--- config.mk ---
export PLATFORM = sky130hd
export DESIGN_NAME = scio_top
export DESIGN_NICKNAME = d
export VERILOG_FILES = /design/src/scio_pkg.sv /design/src/scio_sync.sv /design/src/scio_mem.sv /design/src/scio_top.sv
export SDC_FILE = /design/constraint.sdc
export NUM_CORES = 1
export LEC_CHECK = 0
export ABC_AREA = 1
export BUFFER_PORTS_ARGS = -buffer_cell sky130_fd_sc_hd__clkbuf_2
export CAP_MARGIN = 20
export CORE_UTILIZATION = 40
export DETAILED_ROUTE_END_ITERATION = 6
export PLACE_DENSITY_LB_ADDON = 0.05
export SLEW_MARGIN = 20
export SYNTH_ARGS = -nofsm -noshare
export SYNTH_HDL_FRONTEND = slang
export SYNTH_HIERARCHICAL = 1
export SYNTH_SLANG_ARGS = --single-unit
--- constraint.sdc ---
create_clock -name clock_i -period 7.9 [get_ports clock_i]
set_input_delay 0.395 -clock clock_i [delete_from_list [all_inputs] [get_ports clock_i]]
set_output_delay 0.395 -clock clock_i [all_outputs]
set_load 0.05 [all_outputs]
--- src/scio_pkg.sv ---
// Shared constants, codes and carrier types of the serial controlled IO port
package scio_pkg;

  // Geometry
  localparam int NLINES = 5;
  localparam int AW     = 8;
  localparam int DW     = 32;
  localparam int ADC_W  = 12;
  localparam int CNT_W  = 24;

  // Register byte offsets
  localparam logic [7:0] A_CTRL  = 8'h00;
  localparam logic [7:0] A_MODE  = 8'h04;
  localparam logic [7:0] A_RTYPE = 8'h08;
  localparam logic [7:0] A_MAP   = 8'h0C;
  localparam logic [7:0] A_IVAL  = 8'h10;
  localparam logic [7:0] A_STAT  = 8'h14;
  localparam logic [2:0] A_CODE_HI = 3'h1;  // 0x20..0x3F, one word per line
  localparam logic [2:0] A_VAL_HI  = 3'h2;  // 0x40..0x5F, one word per line

  // Field positions
  localparam int CTRL_CFG = 0;
  localparam int CTRL_ACT = 1;
  localparam int CB_QRY   = 0;
  localparam int CB_HI    = 8;
  localparam int CB_LO    = 16;
  localparam int CB_RSP   = 24;

  // Values after reset
  localparam logic [15:0] IVAL_RST = 16'h1388;  // 5000 ms

  // Line capabilities: digital modes on lines 1-3, sampling on lines 4-5
  localparam logic [4:0] CAP_DIG = 5'h07;
  localparam logic [4:0] CAP_ADC = 5'h18;

  // Byte that opens the configuration state
  localparam logic [7:0] CFG_KEY = 8'h73;

  // Timing
  localparam int CLK_NS     = 50;
  localparam int MS_NS      = 1000000;
  localparam int MS_CYC_DEF = (MS_NS + CLK_NS - 1) / CLK_NS;

  // Working modes of a line
  typedef enum logic [2:0] {
    M_OFF  = 3'h0,
    M_IN   = 3'h1,
    M_OUT  = 3'h2,
    M_IND  = 3'h3,
    M_WAKE = 3'h4,
    M_ADC  = 3'h6
  } scio_mode_t;

  // Report types of an input line
  localparam logic [1:0] RT_QUERY  = 2'h0;
  localparam logic [1:0] RT_TIME   = 2'h1;
  localparam logic [1:0] RT_CHANGE = 2'h2;

  // Sequencer states
  typedef enum logic [2:0] {
    S_IDLE = 3'h0,
    S_SCAN = 3'h1,
    S_CMP  = 3'h2,
    S_TXRD = 3'h3,
    S_TXLD = 3'h4,
    S_SEND = 3'h5
  } scio_seq_t;

  // Register port request
  typedef struct packed {
    logic          wr;
    logic          rd;
    logic [AW-1:0] addr;
    logic [DW-1:0] wdata;
  } scio_bus_req_t;

  // Whole state of the top module
  typedef struct packed {
    scio_seq_t                     st;
    logic [2:0]                    line;
    logic                          sel_rsp;
    logic [7:0]                    rx_buf;
    logic                          rx_full;
    logic                          rx_rdy;
    logic [NLINES-1:0]             pend_rep;
    logic [NLINES-1:0]             pend_rsp;
    logic [NLINES-1:0]             lvl_prev;
    logic [CNT_W-1:0]              ms_cnt;
    logic [15:0]                   int_cnt;
    logic                          config_st;
    logic                          act_io;
    scio_mode_t [NLINES-1:0]       mode;
    logic [NLINES-1:0][1:0]        rtype;
    logic [NLINES-1:0][2:0]        map;
    logic [15:0]                   interval;
    logic [NLINES-1:0]             out_lvl;
    logic [NLINES-1:0]             io_out;
    logic [NLINES-1:0]             io_oe;
    logic [7:0]                    tx_data;
    logic                          tx_valid;
    logic [DW-1:0]                 rd_data;
    logic                          link_active;
  } scio_state_t;

endpackage

--- src/scio_sync.sv ---
// Two-stage synchroniser for a group of pin levels
`timescale 1ns/10ps
module scio_sync #(
  parameter int W = 5
) (
  // Clock and reset
  input  wire logic         clock_i,
  input  wire logic         resetn_i,
  // Levels
  input  wire logic [W-1:0] d_i,
  output logic      [W-1:0] q_o
);

  logic [1:0][W-1:0] stg_q;
  logic [1:0][W-1:0] stg_d;

  // First stage feeds only the second stage
  always_comb begin
    stg_d[0] = d_i;
    stg_d[1] = stg_q[0];
  end

  always_ff @(posedge clock_i) begin
    if (!resetn_i) begin
      stg_q <= '0;
    end else begin
      stg_q <= stg_d;
    end
  end

  assign q_o = stg_q[1];

endmodule

--- src/scio_mem.sv ---
// Small code-byte memory with one write port and a registered read port
`timescale 1ns/10ps
module scio_mem #(
  parameter int W  = 32,
  parameter int D  = 5,
  parameter int AW = 3
) (
  // Clock and reset
  input  wire logic          clock_i,
  input  wire logic          resetn_i,
  // Write port
  input  wire logic          wr_en_i,
  input  wire logic [AW-1:0] wr_addr_i,
  input  wire logic [W-1:0]  wr_data_i,
  // Read port, data one cycle after address
  input  wire logic [AW-1:0] rd_addr_i,
  output logic      [W-1:0]  rd_data_o
);

  logic [W-1:0] mem_q [D];
  logic [W-1:0] rd_q;

  // Array holds no reset; codes are undefined until the first write to each line
  always_ff @(posedge clock_i) begin
    if (wr_en_i && (int'(wr_addr_i) < D)) begin
      mem_q[wr_addr_i] <= wr_data_i;
    end
  end

  // Out-of-range read gives zero
  always_ff @(posedge clock_i) begin
    if (!resetn_i) begin
      rd_q <= '0;
    end else if (int'(rd_addr_i) < D) begin
      rd_q <= mem_q[rd_addr_i];
    end else begin
      rd_q <= '0;
    end
  end

  assign rd_data_o = rd_q;

endmodule

--- src/scio_top.sv ---
// Serial controlled IO port: five lines, register port and serial byte stream
//
// The plain strobed port and the placing of the registers were decided locally.
`timescale 1ns/10ps
module scio_top #(
  parameter int MS_CYCLES = scio_pkg::MS_CYC_DEF
) (
  // Clock and reset
  input  wire logic                             clock_i,
  input  wire logic                             resetn_i,
  // Register port
  input  wire scio_pkg::scio_bus_req_t          bus_i,
  output logic      [scio_pkg::DW-1:0]          rd_data_o,
  // IO pins
  input  wire logic [scio_pkg::NLINES-1:0]      io_pin_i,
  output logic      [scio_pkg::NLINES-1:0]      io_out_o,
  output logic      [scio_pkg::NLINES-1:0]      io_oe_o,
  // Converter results for lines 4 and 5
  input  wire logic [1:0][scio_pkg::ADC_W-1:0]  adc_val_i,
  // Centre online flags
  input  wire logic [scio_pkg::NLINES-1:0]      centre_online_i,
  // Serial receive bytes
  input  wire logic [7:0]                       rx_data_i,
  input  wire logic                             rx_valid_i,
  output logic                                  rx_ready_o,
  // Serial transmit bytes
  output logic      [7:0]                       tx_data_o,
  output logic                                  tx_valid_o,
  input  wire logic                             tx_ready_i,
  // Link control and state
  output logic                                  link_active_o,
  output logic                                  config_state_o
);

  scio_pkg::scio_state_t         s_q;
  scio_pkg::scio_state_t         s_d;
  logic [scio_pkg::NLINES-1:0]   lvl;
  logic [scio_pkg::DW-1:0]       mem_q;
  logic                          mem_we;
  logic [2:0]                    bus_idx;
  logic                          tick;
  logic                          expire;
  logic [scio_pkg::NLINES-1:0]   chg_mask;
  logic [scio_pkg::NLINES-1:0]   time_mask;
  logic [scio_pkg::NLINES-1:0]   wake_mask;

  // Pins are asynchronous; only the synchronised copy is used
  scio_sync #(.W(scio_pkg::NLINES)) u_sync (
    .clock_i  (clock_i),
    .resetn_i (resetn_i),
    .d_i      (io_pin_i),
    .q_o      (lvl)
  );

  assign bus_idx = bus_i.addr[4:2];
  assign mem_we  = bus_i.wr && (bus_i.addr[7:5] == scio_pkg::A_CODE_HI) && (bus_idx < 3'h5);

  // Per-line code bytes: query, high, low, response
  scio_mem #(.W(scio_pkg::DW), .D(scio_pkg::NLINES), .AW(3)) u_mem (
    .clock_i   (clock_i),
    .resetn_i  (resetn_i),
    .wr_en_i   (mem_we),
    .wr_addr_i (bus_idx),
    .wr_data_i (bus_i.wdata),
    .rd_addr_i (s_q.line),
    .rd_data_o (mem_q)
  );

  // Only modes a line can carry are accepted
  function automatic logic mode_ok(input int i, input logic [2:0] m);
    logic dig;
    dig = (m == scio_pkg::M_IN) || (m == scio_pkg::M_OUT) ||
          (m == scio_pkg::M_IND) || (m == scio_pkg::M_WAKE);
    mode_ok = (m == scio_pkg::M_OFF) || (scio_pkg::CAP_DIG[i] && dig) ||
              (scio_pkg::CAP_ADC[i] && (m == scio_pkg::M_ADC));
  endfunction

  // Millisecond tick and interval expiry
  assign tick   = (s_q.ms_cnt == scio_pkg::CNT_W'(MS_CYCLES - 1));
  assign expire = tick && (s_q.interval != 16'h0) &&
                  (s_q.int_cnt == s_q.interval - 16'h1);

  // Line masks for the report sources
  always_comb begin
    for (int i = 0; i < scio_pkg::NLINES; i++) begin
      chg_mask[i]  = (s_q.mode[i] == scio_pkg::M_IN) && (s_q.rtype[i] == scio_pkg::RT_CHANGE) &&
                     (lvl[i] != s_q.lvl_prev[i]);
      time_mask[i] = (s_q.mode[i] == scio_pkg::M_IN) && (s_q.rtype[i] == scio_pkg::RT_TIME);
      wake_mask[i] = (s_q.mode[i] == scio_pkg::M_WAKE) && lvl[i];
    end
  end

  // Next state
  always_comb begin
    logic [2:0] m;
    logic [2:0] c;
    logic       hit;
    m   = 3'h0;
    c   = 3'h0;
    hit = 1'b0;
    s_d = s_q;
    s_d.rd_data  = '0;
    s_d.ms_cnt   = tick ? '0 : s_q.ms_cnt + scio_pkg::CNT_W'(1);
    if (tick) begin
      s_d.int_cnt = expire ? 16'h0 : s_q.int_cnt + 16'h1;
    end
    s_d.lvl_prev = lvl;

    // Receive byte accepted while the holding slot is free
    if (rx_valid_i && s_q.rx_rdy) begin
      s_d.rx_buf  = rx_data_i;
      s_d.rx_full = 1'b1;
    end

    // Sequencer: scan received byte, or send a pending byte
    case (s_q.st)
      scio_pkg::S_IDLE: begin
        if (s_q.rx_full) begin
          s_d.line = 3'h0;
          s_d.st   = scio_pkg::S_SCAN;
          if (s_q.rx_buf == scio_pkg::CFG_KEY) begin
            s_d.config_st = 1'b1;
          end
        end else if (|(s_q.pend_rep | s_q.pend_rsp)) begin
          for (int i = scio_pkg::NLINES - 1; i >= 0; i--) begin
            if (s_q.pend_rep[i] || s_q.pend_rsp[i]) begin
              s_d.line    = 3'(i);
              s_d.sel_rsp = s_q.pend_rsp[i];
            end
          end
          s_d.st = scio_pkg::S_TXRD;
        end
      end
      scio_pkg::S_SCAN: begin
        s_d.st = scio_pkg::S_CMP;
      end
      scio_pkg::S_CMP: begin
        if (s_q.mode[s_q.line] == scio_pkg::M_IN && s_q.rtype[s_q.line] == scio_pkg::RT_QUERY &&
            s_q.rx_buf == mem_q[scio_pkg::CB_QRY +: 8]) begin
          s_d.pend_rep[s_q.line] = 1'b1;
        end
        if (s_q.mode[s_q.line] == scio_pkg::M_OUT) begin
          if (s_q.rx_buf == mem_q[scio_pkg::CB_HI +: 8]) begin
            s_d.out_lvl[s_q.line]  = 1'b1;
            s_d.pend_rsp[s_q.line] = 1'b1;
          end else if (s_q.rx_buf == mem_q[scio_pkg::CB_LO +: 8]) begin
            s_d.out_lvl[s_q.line]  = 1'b0;
            s_d.pend_rsp[s_q.line] = 1'b1;
          end
        end
        if (s_q.line == 3'h4) begin
          s_d.rx_full = 1'b0;
          s_d.st      = scio_pkg::S_IDLE;
        end else begin
          s_d.line = s_q.line + 3'h1;
          s_d.st   = scio_pkg::S_SCAN;
        end
      end
      scio_pkg::S_TXRD: begin
        s_d.st = scio_pkg::S_TXLD;
      end
      scio_pkg::S_TXLD: begin
        // Level taken at send time, so the report shows the present state
        if (s_q.sel_rsp) begin
          s_d.tx_data = mem_q[scio_pkg::CB_RSP +: 8];
        end else if (lvl[s_q.line]) begin
          s_d.tx_data = mem_q[scio_pkg::CB_HI +: 8];
        end else begin
          s_d.tx_data = mem_q[scio_pkg::CB_LO +: 8];
        end
        s_d.tx_valid = 1'b1;
        s_d.st       = scio_pkg::S_SEND;
      end
      scio_pkg::S_SEND: begin
        if (tx_ready_i) begin
          s_d.tx_valid = 1'b0;
          s_d.st       = scio_pkg::S_IDLE;
          if (s_q.sel_rsp) begin
            s_d.pend_rsp[s_q.line] = 1'b0;
          end else begin
            s_d.pend_rep[s_q.line] = 1'b0;
          end
        end
      end
      default: begin
        s_d.st = scio_pkg::S_IDLE;
      end
    endcase

    // Event sets come after clears so a same-cycle event survives
    s_d.pend_rep = s_d.pend_rep | chg_mask;
    if (expire) begin
      s_d.pend_rep = s_d.pend_rep | time_mask;
    end

    // Register writes
    if (bus_i.wr) begin
      case (bus_i.addr)
        scio_pkg::A_CTRL: begin
          s_d.config_st = bus_i.wdata[scio_pkg::CTRL_CFG] | s_d.config_st & (s_q.st == scio_pkg::S_IDLE)
                          & s_q.rx_full & (s_q.rx_buf == scio_pkg::CFG_KEY);
          s_d.act_io    = bus_i.wdata[scio_pkg::CTRL_ACT];
        end
        scio_pkg::A_MODE: begin
          for (int i = 0; i < scio_pkg::NLINES; i++) begin
            m = bus_i.wdata[3*i +: 3];
            if (mode_ok(i, m)) begin
              s_d.mode[i] = scio_pkg::scio_mode_t'(m);
            end
          end
        end
        scio_pkg::A_RTYPE: begin
          for (int i = 0; i < scio_pkg::NLINES; i++) begin
            s_d.rtype[i] = bus_i.wdata[2*i +: 2];
          end
        end
        scio_pkg::A_MAP: begin
          for (int i = 0; i < scio_pkg::NLINES; i++) begin
            s_d.map[i] = bus_i.wdata[3*i +: 3];
          end
        end
        scio_pkg::A_IVAL: begin
          s_d.interval = bus_i.wdata[15:0];
          s_d.int_cnt  = 16'h0;
        end
        default: begin
        end
      endcase
    end

    // Register reads, data valid in the following cycle only
    if (bus_i.rd) begin
      case (bus_i.addr)
        scio_pkg::A_CTRL:  s_d.rd_data = {30'h0, s_q.act_io, s_q.config_st};
        scio_pkg::A_MODE:  s_d.rd_data = {17'h0, s_q.mode};
        scio_pkg::A_RTYPE: s_d.rd_data = {22'h0, s_q.rtype};
        scio_pkg::A_MAP:   s_d.rd_data = {17'h0, s_q.map};
        scio_pkg::A_IVAL:  s_d.rd_data = {16'h0, s_q.interval};
        scio_pkg::A_STAT:  s_d.rd_data = {20'h0, s_q.config_st, s_q.link_active, s_q.out_lvl, lvl};
        default: begin
          if (bus_i.addr[7:5] == scio_pkg::A_VAL_HI && bus_idx < 3'h5) begin
            if (s_q.mode[bus_idx] == scio_pkg::M_ADC) begin
              s_d.rd_data = {20'h0, adc_val_i[bus_idx[0] ^ 1'b1]};
            end else begin
              s_d.rd_data = {31'h0, lvl[bus_idx]};
            end
          end
        end
      endcase
    end

    // Pin drive: output level or mapped centre state
    for (int i = 0; i < scio_pkg::NLINES; i++) begin
      c = s_q.map[i] - 3'h1;
      hit = (s_q.map[i] != 3'h0) && (s_q.map[i] <= 3'h5) && centre_online_i[c];
      s_d.io_oe[i]  = (s_q.mode[i] == scio_pkg::M_OUT) || (s_q.mode[i] == scio_pkg::M_IND);
      s_d.io_out[i] = (s_q.mode[i] == scio_pkg::M_OUT) ? s_q.out_lvl[i] :
                      (s_q.mode[i] == scio_pkg::M_IND) ? hit : 1'b0;
    end

    // Activation only when IO activation is selected; low level means sleep
    s_d.link_active = s_q.act_io && (|wake_mask);
    s_d.rx_rdy      = !s_d.rx_full;
  end

  always_ff @(posedge clock_i) begin
    if (!resetn_i) begin
      s_q          <= '0;
      s_q.interval <= scio_pkg::IVAL_RST;
      s_q.rx_rdy   <= 1'b1;
    end else begin
      s_q <= s_d;
    end
  end

  assign rd_data_o      = s_q.rd_data;
  assign io_out_o       = s_q.io_out;
  assign io_oe_o        = s_q.io_oe;
  assign rx_ready_o     = s_q.rx_rdy;
  assign tx_data_o      = s_q.tx_data;
  assign tx_valid_o     = s_q.tx_valid;
  assign link_active_o  = s_q.link_active;
  assign config_state_o = s_q.config_st;
endmodule

* Yosys cells after proc, flatten, opt, wreduce, memory -nomap -nowiden
Memory sizes are Yosys's and may differ from the RTL's. A register that Yosys moved wholly into a read port is not among the register bits.
Index checks and enable logic that the tools add are counted.
** Word-level totals
- Register bits after elaboration :: 197
- Memory bits (writable) :: 160
- Bits of input ports :: 88
- Output and inout port bits :: 54
- Memories kept :: 1
** Operators by class
- Add/sub/neg operators :: 9
- $lt $le $gt $ge :: 17
- Equality and inequality tests :: 78
- Multiplexer cells :: 86
- Bitwise operators :: 17
- Reductions and logical operators :: 106
** Memory list
- u_mem.mem_q :: words 5, width 32, read ports 1, clocked after memory_dff 1, wr ports 1, line scio_mem.sv:20 : logic [W-1:0] mem_q [D];
** Operator list (count)
- one-hot mux 16 bit (6 select lines) :: 1
- two-way mux 74 bit :: 1
- two-way mux 16 bit :: 4
- == test 3 x 2 -> 1 bit, second input constant :: 20
- two-way mux 12 bit :: 4
- two-way mux 5 bit :: 9
- == test 3 bit, second input constant :: 14
- logical AND 1 bit :: 41
- == test 3 x 1 -> 1 bit, second input constant :: 11
- two-way mux 15 bit :: 2
- OR 5 bit :: 6
- < comparator 3 x 4 -> 1 bit, second input constant :: 7
- two-way mux 1 bit :: 28
- two-way mux 3 bit :: 9
- adder 24 x 1 -> 24 bit, second input constant :: 1
- == test 24 x 15 -> 1 bit, second input constant :: 1
- == test 8 bit :: 3
- logical OR 1 bit :: 24
- binary-select mux 1 bit (select 3 bit) :: 7
- two-way mux 10 bit :: 2
- two-way mux 4 bit :: 5
- one-hot mux 10 bit (2 select lines) :: 1
- binary-select mux 3 bit (select 3 bit) :: 2
- logical NOT 3 bit :: 6
- 46 further kinds :: 104

* Depth between registers and ports, before layout
- Depth in word-level cells :: 12
- Gate-level depth with buffers :: 16

* Modules after synthesis
The synthesis kept the hierarchy.
** By module, submodules not included
- scio_top :: times used 1, cells an instance 1577, area an instance 10511.3 um2, sequential area each 3423.3 um2
- scio_mem :: times used 1, cells an instance 559, area an instance 7278.2 um2, sequential area each 5445.2 um2
- scio_sync :: times used 1, cells an instance 31, area an instance 286.5 um2, sequential area each 200.2 um2

* Least setup slack after synthesis
Ideal clock, no wire load.
- Kind :: in2reg
- Start point :: input port bus_i[34] (netlist name)
- End point :: memory u_mem.mem_q[1][0] (enable)
- Library setup time :: 0.461 ns
- Arrival time :: 3.360 ns
- Data required time :: 7.439 ns
- Path slack :: 4.079 ns
- Stages on the path :: 6
- Path buffers :: 1
- Cells stage by stage :: buf_4 nor2_2 nor2_1 nor4_1 inv_1 nor3_1
** On the way
- Longest elaborated chain between the ends :: 5
- Elaborated cells on any way between the ends :: 6
** RTL lines
- from (decl) :: line scio_top.sv:12 : input wire scio_pkg::scio_bus_req_t bus_i,
- < comparator 3 bit :: line scio_top.sv:56 : assign mem_we = bus_i.wr && (bus_i.addr[7:5] == scio_pkg::A_CODE_HI) && (bus_idx < 3'h5);
- logical AND 1 bit :: line scio_top.sv:56
- net mem_we :: line scio_top.sv:39 : logic mem_we;
- logical AND 1 bit :: line scio_mem.sv:25 : if (wr_en_i && (int'(wr_addr_i) < D)) begin
- two-way mux 1 bit :: line scio_mem.sv:25
- two-way mux 1 bit (implied by the code) :: line scio_mem.sv:26 : mem_q[wr_addr_i] <= wr_data_i;
- to (decl) :: line scio_mem.sv:20
The timed path passes the listed nets, and every way through them passes these cells.

* Worst setup path after layout
- Start point :: register s_q[57] (netlist name)
- End point :: register s_q[130] (netlist name)
** On the way
- Longest elaborated chain between the ends :: 7
- Elaborated cells on any way between the ends :: 9
** RTL lines
- from (decl) :: line scio_top.sv:35 : scio_pkg::scio_state_t s_q;
- subtractor 16 x 1 -> 16 bit or nonzero test 16 bit (tied branches) :: line scio_top.sv:81, scio_top.sv:80
- == test 16 bit or logical AND 1 bit (tied branches) :: line scio_top.sv:81, scio_top.sv:80
- logical AND 1 bit (*) :: line scio_top.sv:80 : assign expire = tick && (s_q.interval != 16'h0) &&
- two-way mux 16 bit (*) :: line scio_top.sv:105 : s_d.int_cnt = expire ? 16'h0 : s_q.int_cnt + 16'h1;
- two-way mux 16 bit (*) :: line scio_top.sv:104 : if (tick) begin
- two-way mux 16 bit :: line scio_top.sv:198 : case (bus_i.addr)
- two-way mux 74 bit (*) :: line scio_top.sv:197 : if (bus_i.wr) begin
Every way passes the cells marked *; elsewhere a longest branch is shown, timed or not.
A chain may end at the register's enable or synchronous reset.

==> impl_metrics.json <==
{
  "result_of_the_run": "finished, final reports clean",
  "ys_dominant_reg_cell": "sky130_fd_sc_hd__dfxtp_1",
  "cts_tree": "yes",
  "clockRootBuffer": "sky130_fd_sc_hd__clkbuf_16",
  "grt_start_max_net_pins": 66,
  "crit_path_start_kind": "flip-flop",
  "path_cells": "inv_1 > ha_1 > nand2_2 > nor2_1 > nand2_1 > nand2_1 > inv_1 > nor2_1 > nand3_1 > nor2_2 > nand2_2 > nand2_2 > inv_1 > nand2_1 > nor2_1",
  "ant_nets": 0,
  "area.growth.synth_to_final_pct": 12.45,
  "synth_warnings": 6,
  "vias": 14840,
  "rows": 77,
  "grt_first_pass_wirelength_um": 84680,
  "dpl.hpwl_um": 39300,
  "clock-skew-final_ps": 21.99,
  "worstPathMaxFanout": 14,
  "crit_arrival_ps": 3190,
  "boundaryPins": 142,
  "die_area_um2": 46040,
  "total_count_of_hold_check_failures_in_the_final_report": 0,
  "synth_edf_count": 160,
  "vias_per_cell": 5.155,
  "drt-initial-drc-count": 1049,
  "max-clock-path-buffers": 3,
  "setup_violations": 0,
  "timing.final.max_slew_violations": 0,
  "post_synth_xor_area_fraction_pct": 2.326,
  "clock_sinks": 373,
  "initial_utilization_pct": 40.70,
  "area_of_the_mapped_netlist_um2": 18080,
  "yosys.area_share.simple_pct": 24.72,
  "cts_repair_resize_count": 0,
  "fraction_of_layout_cells_with_a_size_suffix_above_1_pct": 13.60,
  "fmaxAchievable_mhz": 370.4,
  "grt_setup_unrepaired": "no",
  "synth-adder-area-share_pct": 1.454,
  "syn_inst": 2167,
  "post_layout_nonfiller_instances": 2878,
  "max_slew.worst_pin.slew_ps": 1123,
  "ctsHtreeMaxLevel": 2,
  "pwr_density_cell_nw_per_um2": 257.3,
  "synth.area.mux_share_pct": 0.3876,
  "post-synth-top-area-fraction_pct": 26.58,
  "asr_flop_ratio_synth_pct": 0,
  "postPlaceCellArea_um2": 18780,
  "timing.critical_path.to_type": "flip-flop",
  "largest_family_of_logic_cells_by_synthesized_area": "simple AND/OR/NAND/NOR gates",
  "finalWeightedCongestion": 0.9443,
  "syn-mean-instance-area_um2": 8.342,
  "grt_pass1_vias": 14200,
  "finalCritPeriodShare_pct": 34.17,
  "crit_required_ps": 8390,
  "p_leak_nw": 8.210,
  "worst-setup-path-type": "reg -> reg",
  "routedWlPerCell_um": 19.16,
  "cts_inserted_buffers": 42,
  "clock_latency_ps": 590,
  "cap_violations": 0,
  "crit_slowest_cell": "sky130_fd_sc_hd__nor2_2",
  "place_inst": 2793,
  "relSlewSlack_pct": 24.83,
  "grt_antenna_before_repair": 4,
  "first_pass_iters": 5,
  "cts.clk_slew.worst_paths_ps": 60,
  "fp.dieH_um": 214.6,
  "finalSetupTns_ps": 0,
  "critical_path.max_stage_delay_ps": 390,
  "buffer_ports.inserted": 125,
  "fp.dieW_um": 214.6,
  "post_synth_num_cell_types": 56,
  "post-route-drc-count": 0,
  "yosys-top-cells-area": "sky130_fd_sc_hd__edfxtp_1 (27%), sky130_fd_sc_hd__dfxtp_1 (24%), sky130_fd_sc_hd__nand2_1 (10%), sky130_fd_sc_hd__nand3_1 (4.9%), sky130_fd_sc_hd__inv_1 (4.6%)",
  "postSynthRegisterBits": 373,
  "grt_remaining_overflow": 0,
  "design.core.area_um2": 44410,
  "groute.usage.overall_pct": 24.01,
  "wirelength_um": 55130,
  "netlist.top_cell.by_area": "sky130_fd_sc_hd__edfxtp_1",
  "power.ir.vdd_worst_mv": 0.1700,
  "final.min_clock_period_ps": 2699,
  "kind_of_path_behind_the_tightest_hold_check": "in -> reg",
  "seq_area_frac_synth_pct": 50.17,
  "final_nets": 2361,
  "antennaDiodeCount": 0,
  "compound_gate_fraction_of_synth_area_pct": 11.43,
  "final_design_area_no_fill_um2": 20330
}
==> worst paths after layout <==
kind	slack [ps]	from	end	cells past startpoint
worst max-delay path	5200	s_q[57]	s_q[130]	15
worst min register to register	420	u_sync/stg_d[6]	u_sync/q_o[1]	2
worst min-delay path	50	bus_i[30]	u_mem/mem_q[3][30]	1
worst max register to register	5200	s_q[57]	s_q[130]	15
==> repair_timing <==
item                                   CTS  global route
endpoints found under the hold margin    5             0
setup buffers                            0             0
hold buffers                             5             0
==> flip-flops by register name (all words and copies together) (netlist names), 5 cells and up, named ones only <==
| register | count |
|---|---|
| tx_data_o | 8 |
| rd_data_o | 16 |
| s_q | 128 |
| u_mem/mem_q | 160 |
| u_sync/stg_d | 5 |
| io_oe_o | 5 |
| u_mem/rd_data_o | 32 |
| io_out_o | 5 |
| u_sync/q_o | 5 |
==> final cells by class <==
cell class	instances	area, µm²
fill	4441	24090
sequential	373	9071
multi-input combinational	1461	7385
clock buffer	63	1241
inverter	229	859.6
timing repair buffer	145	823.3
tap	592	740.7
clock inverter	15	205.2
==> placed cells by master, fill, tap and decap left out, types with 16 or more instances in the layout <==
cell and count:
sky130_fd_sc_hd__conb_1 16, sky130_fd_sc_hd__xor2_1 22, sky130_fd_sc_hd__o21ai_0 120, sky130_fd_sc_hd__clkbuf_2 124
sky130_fd_sc_hd__nor3_1 39, sky130_fd_sc_hd__dfxtp_1 211, sky130_fd_sc_hd__ha_1 21, sky130_fd_sc_hd__nand2_1 497
sky130_fd_sc_hd__nand4_1 19, sky130_fd_sc_hd__edfxtp_1 160, sky130_fd_sc_hd__o22ai_1 16, sky130_fd_sc_hd__nor2_1 170
sky130_fd_sc_hd__a21oi_1 143, sky130_fd_sc_hd__clkbuf_16 43, sky130_fd_sc_hd__or2_2 41, sky130_fd_sc_hd__o211ai_1 24
sky130_fd_sc_hd__nand3_1 176, sky130_fd_sc_hd__xnor2_1 26, sky130_fd_sc_hd__inv_1 219
==> synthesized netlist by cell type, types with 16 or more instances <==
master                     number
sky130_fd_sc_hd__ha_1          21
sky130_fd_sc_hd__o22ai_1       16
sky130_fd_sc_hd__nand2_1      497
sky130_fd_sc_hd__clkbuf_1      20
sky130_fd_sc_hd__nor3_1        43
sky130_fd_sc_hd__nand3_1      176
sky130_fd_sc_hd__inv_1        220
sky130_fd_sc_hd__buf_4         53
sky130_fd_sc_hd__o211ai_1      24
sky130_fd_sc_hd__buf_2         25
sky130_fd_sc_hd__or2_2         41
sky130_fd_sc_hd__a21oi_1      143
sky130_fd_sc_hd__o21ai_0      120
sky130_fd_sc_hd__dfxtp_1      213
sky130_fd_sc_hd__nor2_1       172
sky130_fd_sc_hd__xnor2_1       26
sky130_fd_sc_hd__edfxtp_1     160
sky130_fd_sc_hd__xor2_1        22
sky130_fd_sc_hd__nand4_1       19
==> metal layers <==
layer,track usage (%),wire [µm],up-vias
met2,37.48,24530,386
met3,5.518,3632,83
met5,0,54,-
li1,-,-,7334
met4,6.476,1223,8
met1,33.31,25690,7025
==> metrics by stage <==
step	worst slack [ps]	hold slack (ps)	power [mW]	util (%)
global placement	4576	403.3	3.226	42.29
finish	5201	54.27	5.229	45.76
detailed placement	4493	400.2	3.233	42.29
floorplan	4079	390.5	2.974	-
CTS	5124	19.30	5.286	45.66
global route	4913	39.24	5.494	45.76
==> kinds of logic after synthesis <==
| family | count (synthesis) |
|---|---|
| simple gates | 1007 |
| buf+inv | 348 |
| mux | 7 |
| compound gates | 362 |
| flops | 373 |
| fa+ha+maj | 21 |
| xor+xnor | 48 |
| other cells | 1 |
==> where the power goes <==
part	internal [mW]	switching, mW	total, mW
Clock	1.20	0.840	2.04
Combinational	0.296	0.680	0.975
Sequential	2.11	0.105	2.21
Total	3.60	1.63	5.23
==> worst max-delay path: cells and delay by family, from the launching register on <==
kind / cells / cell delay, ps
flops: 1 / 310
buf+inv: 3 / 390
simple gates: 11 / 1580
fa+ha+maj: 1 / 310
Power figures use the tool's default switching activity.
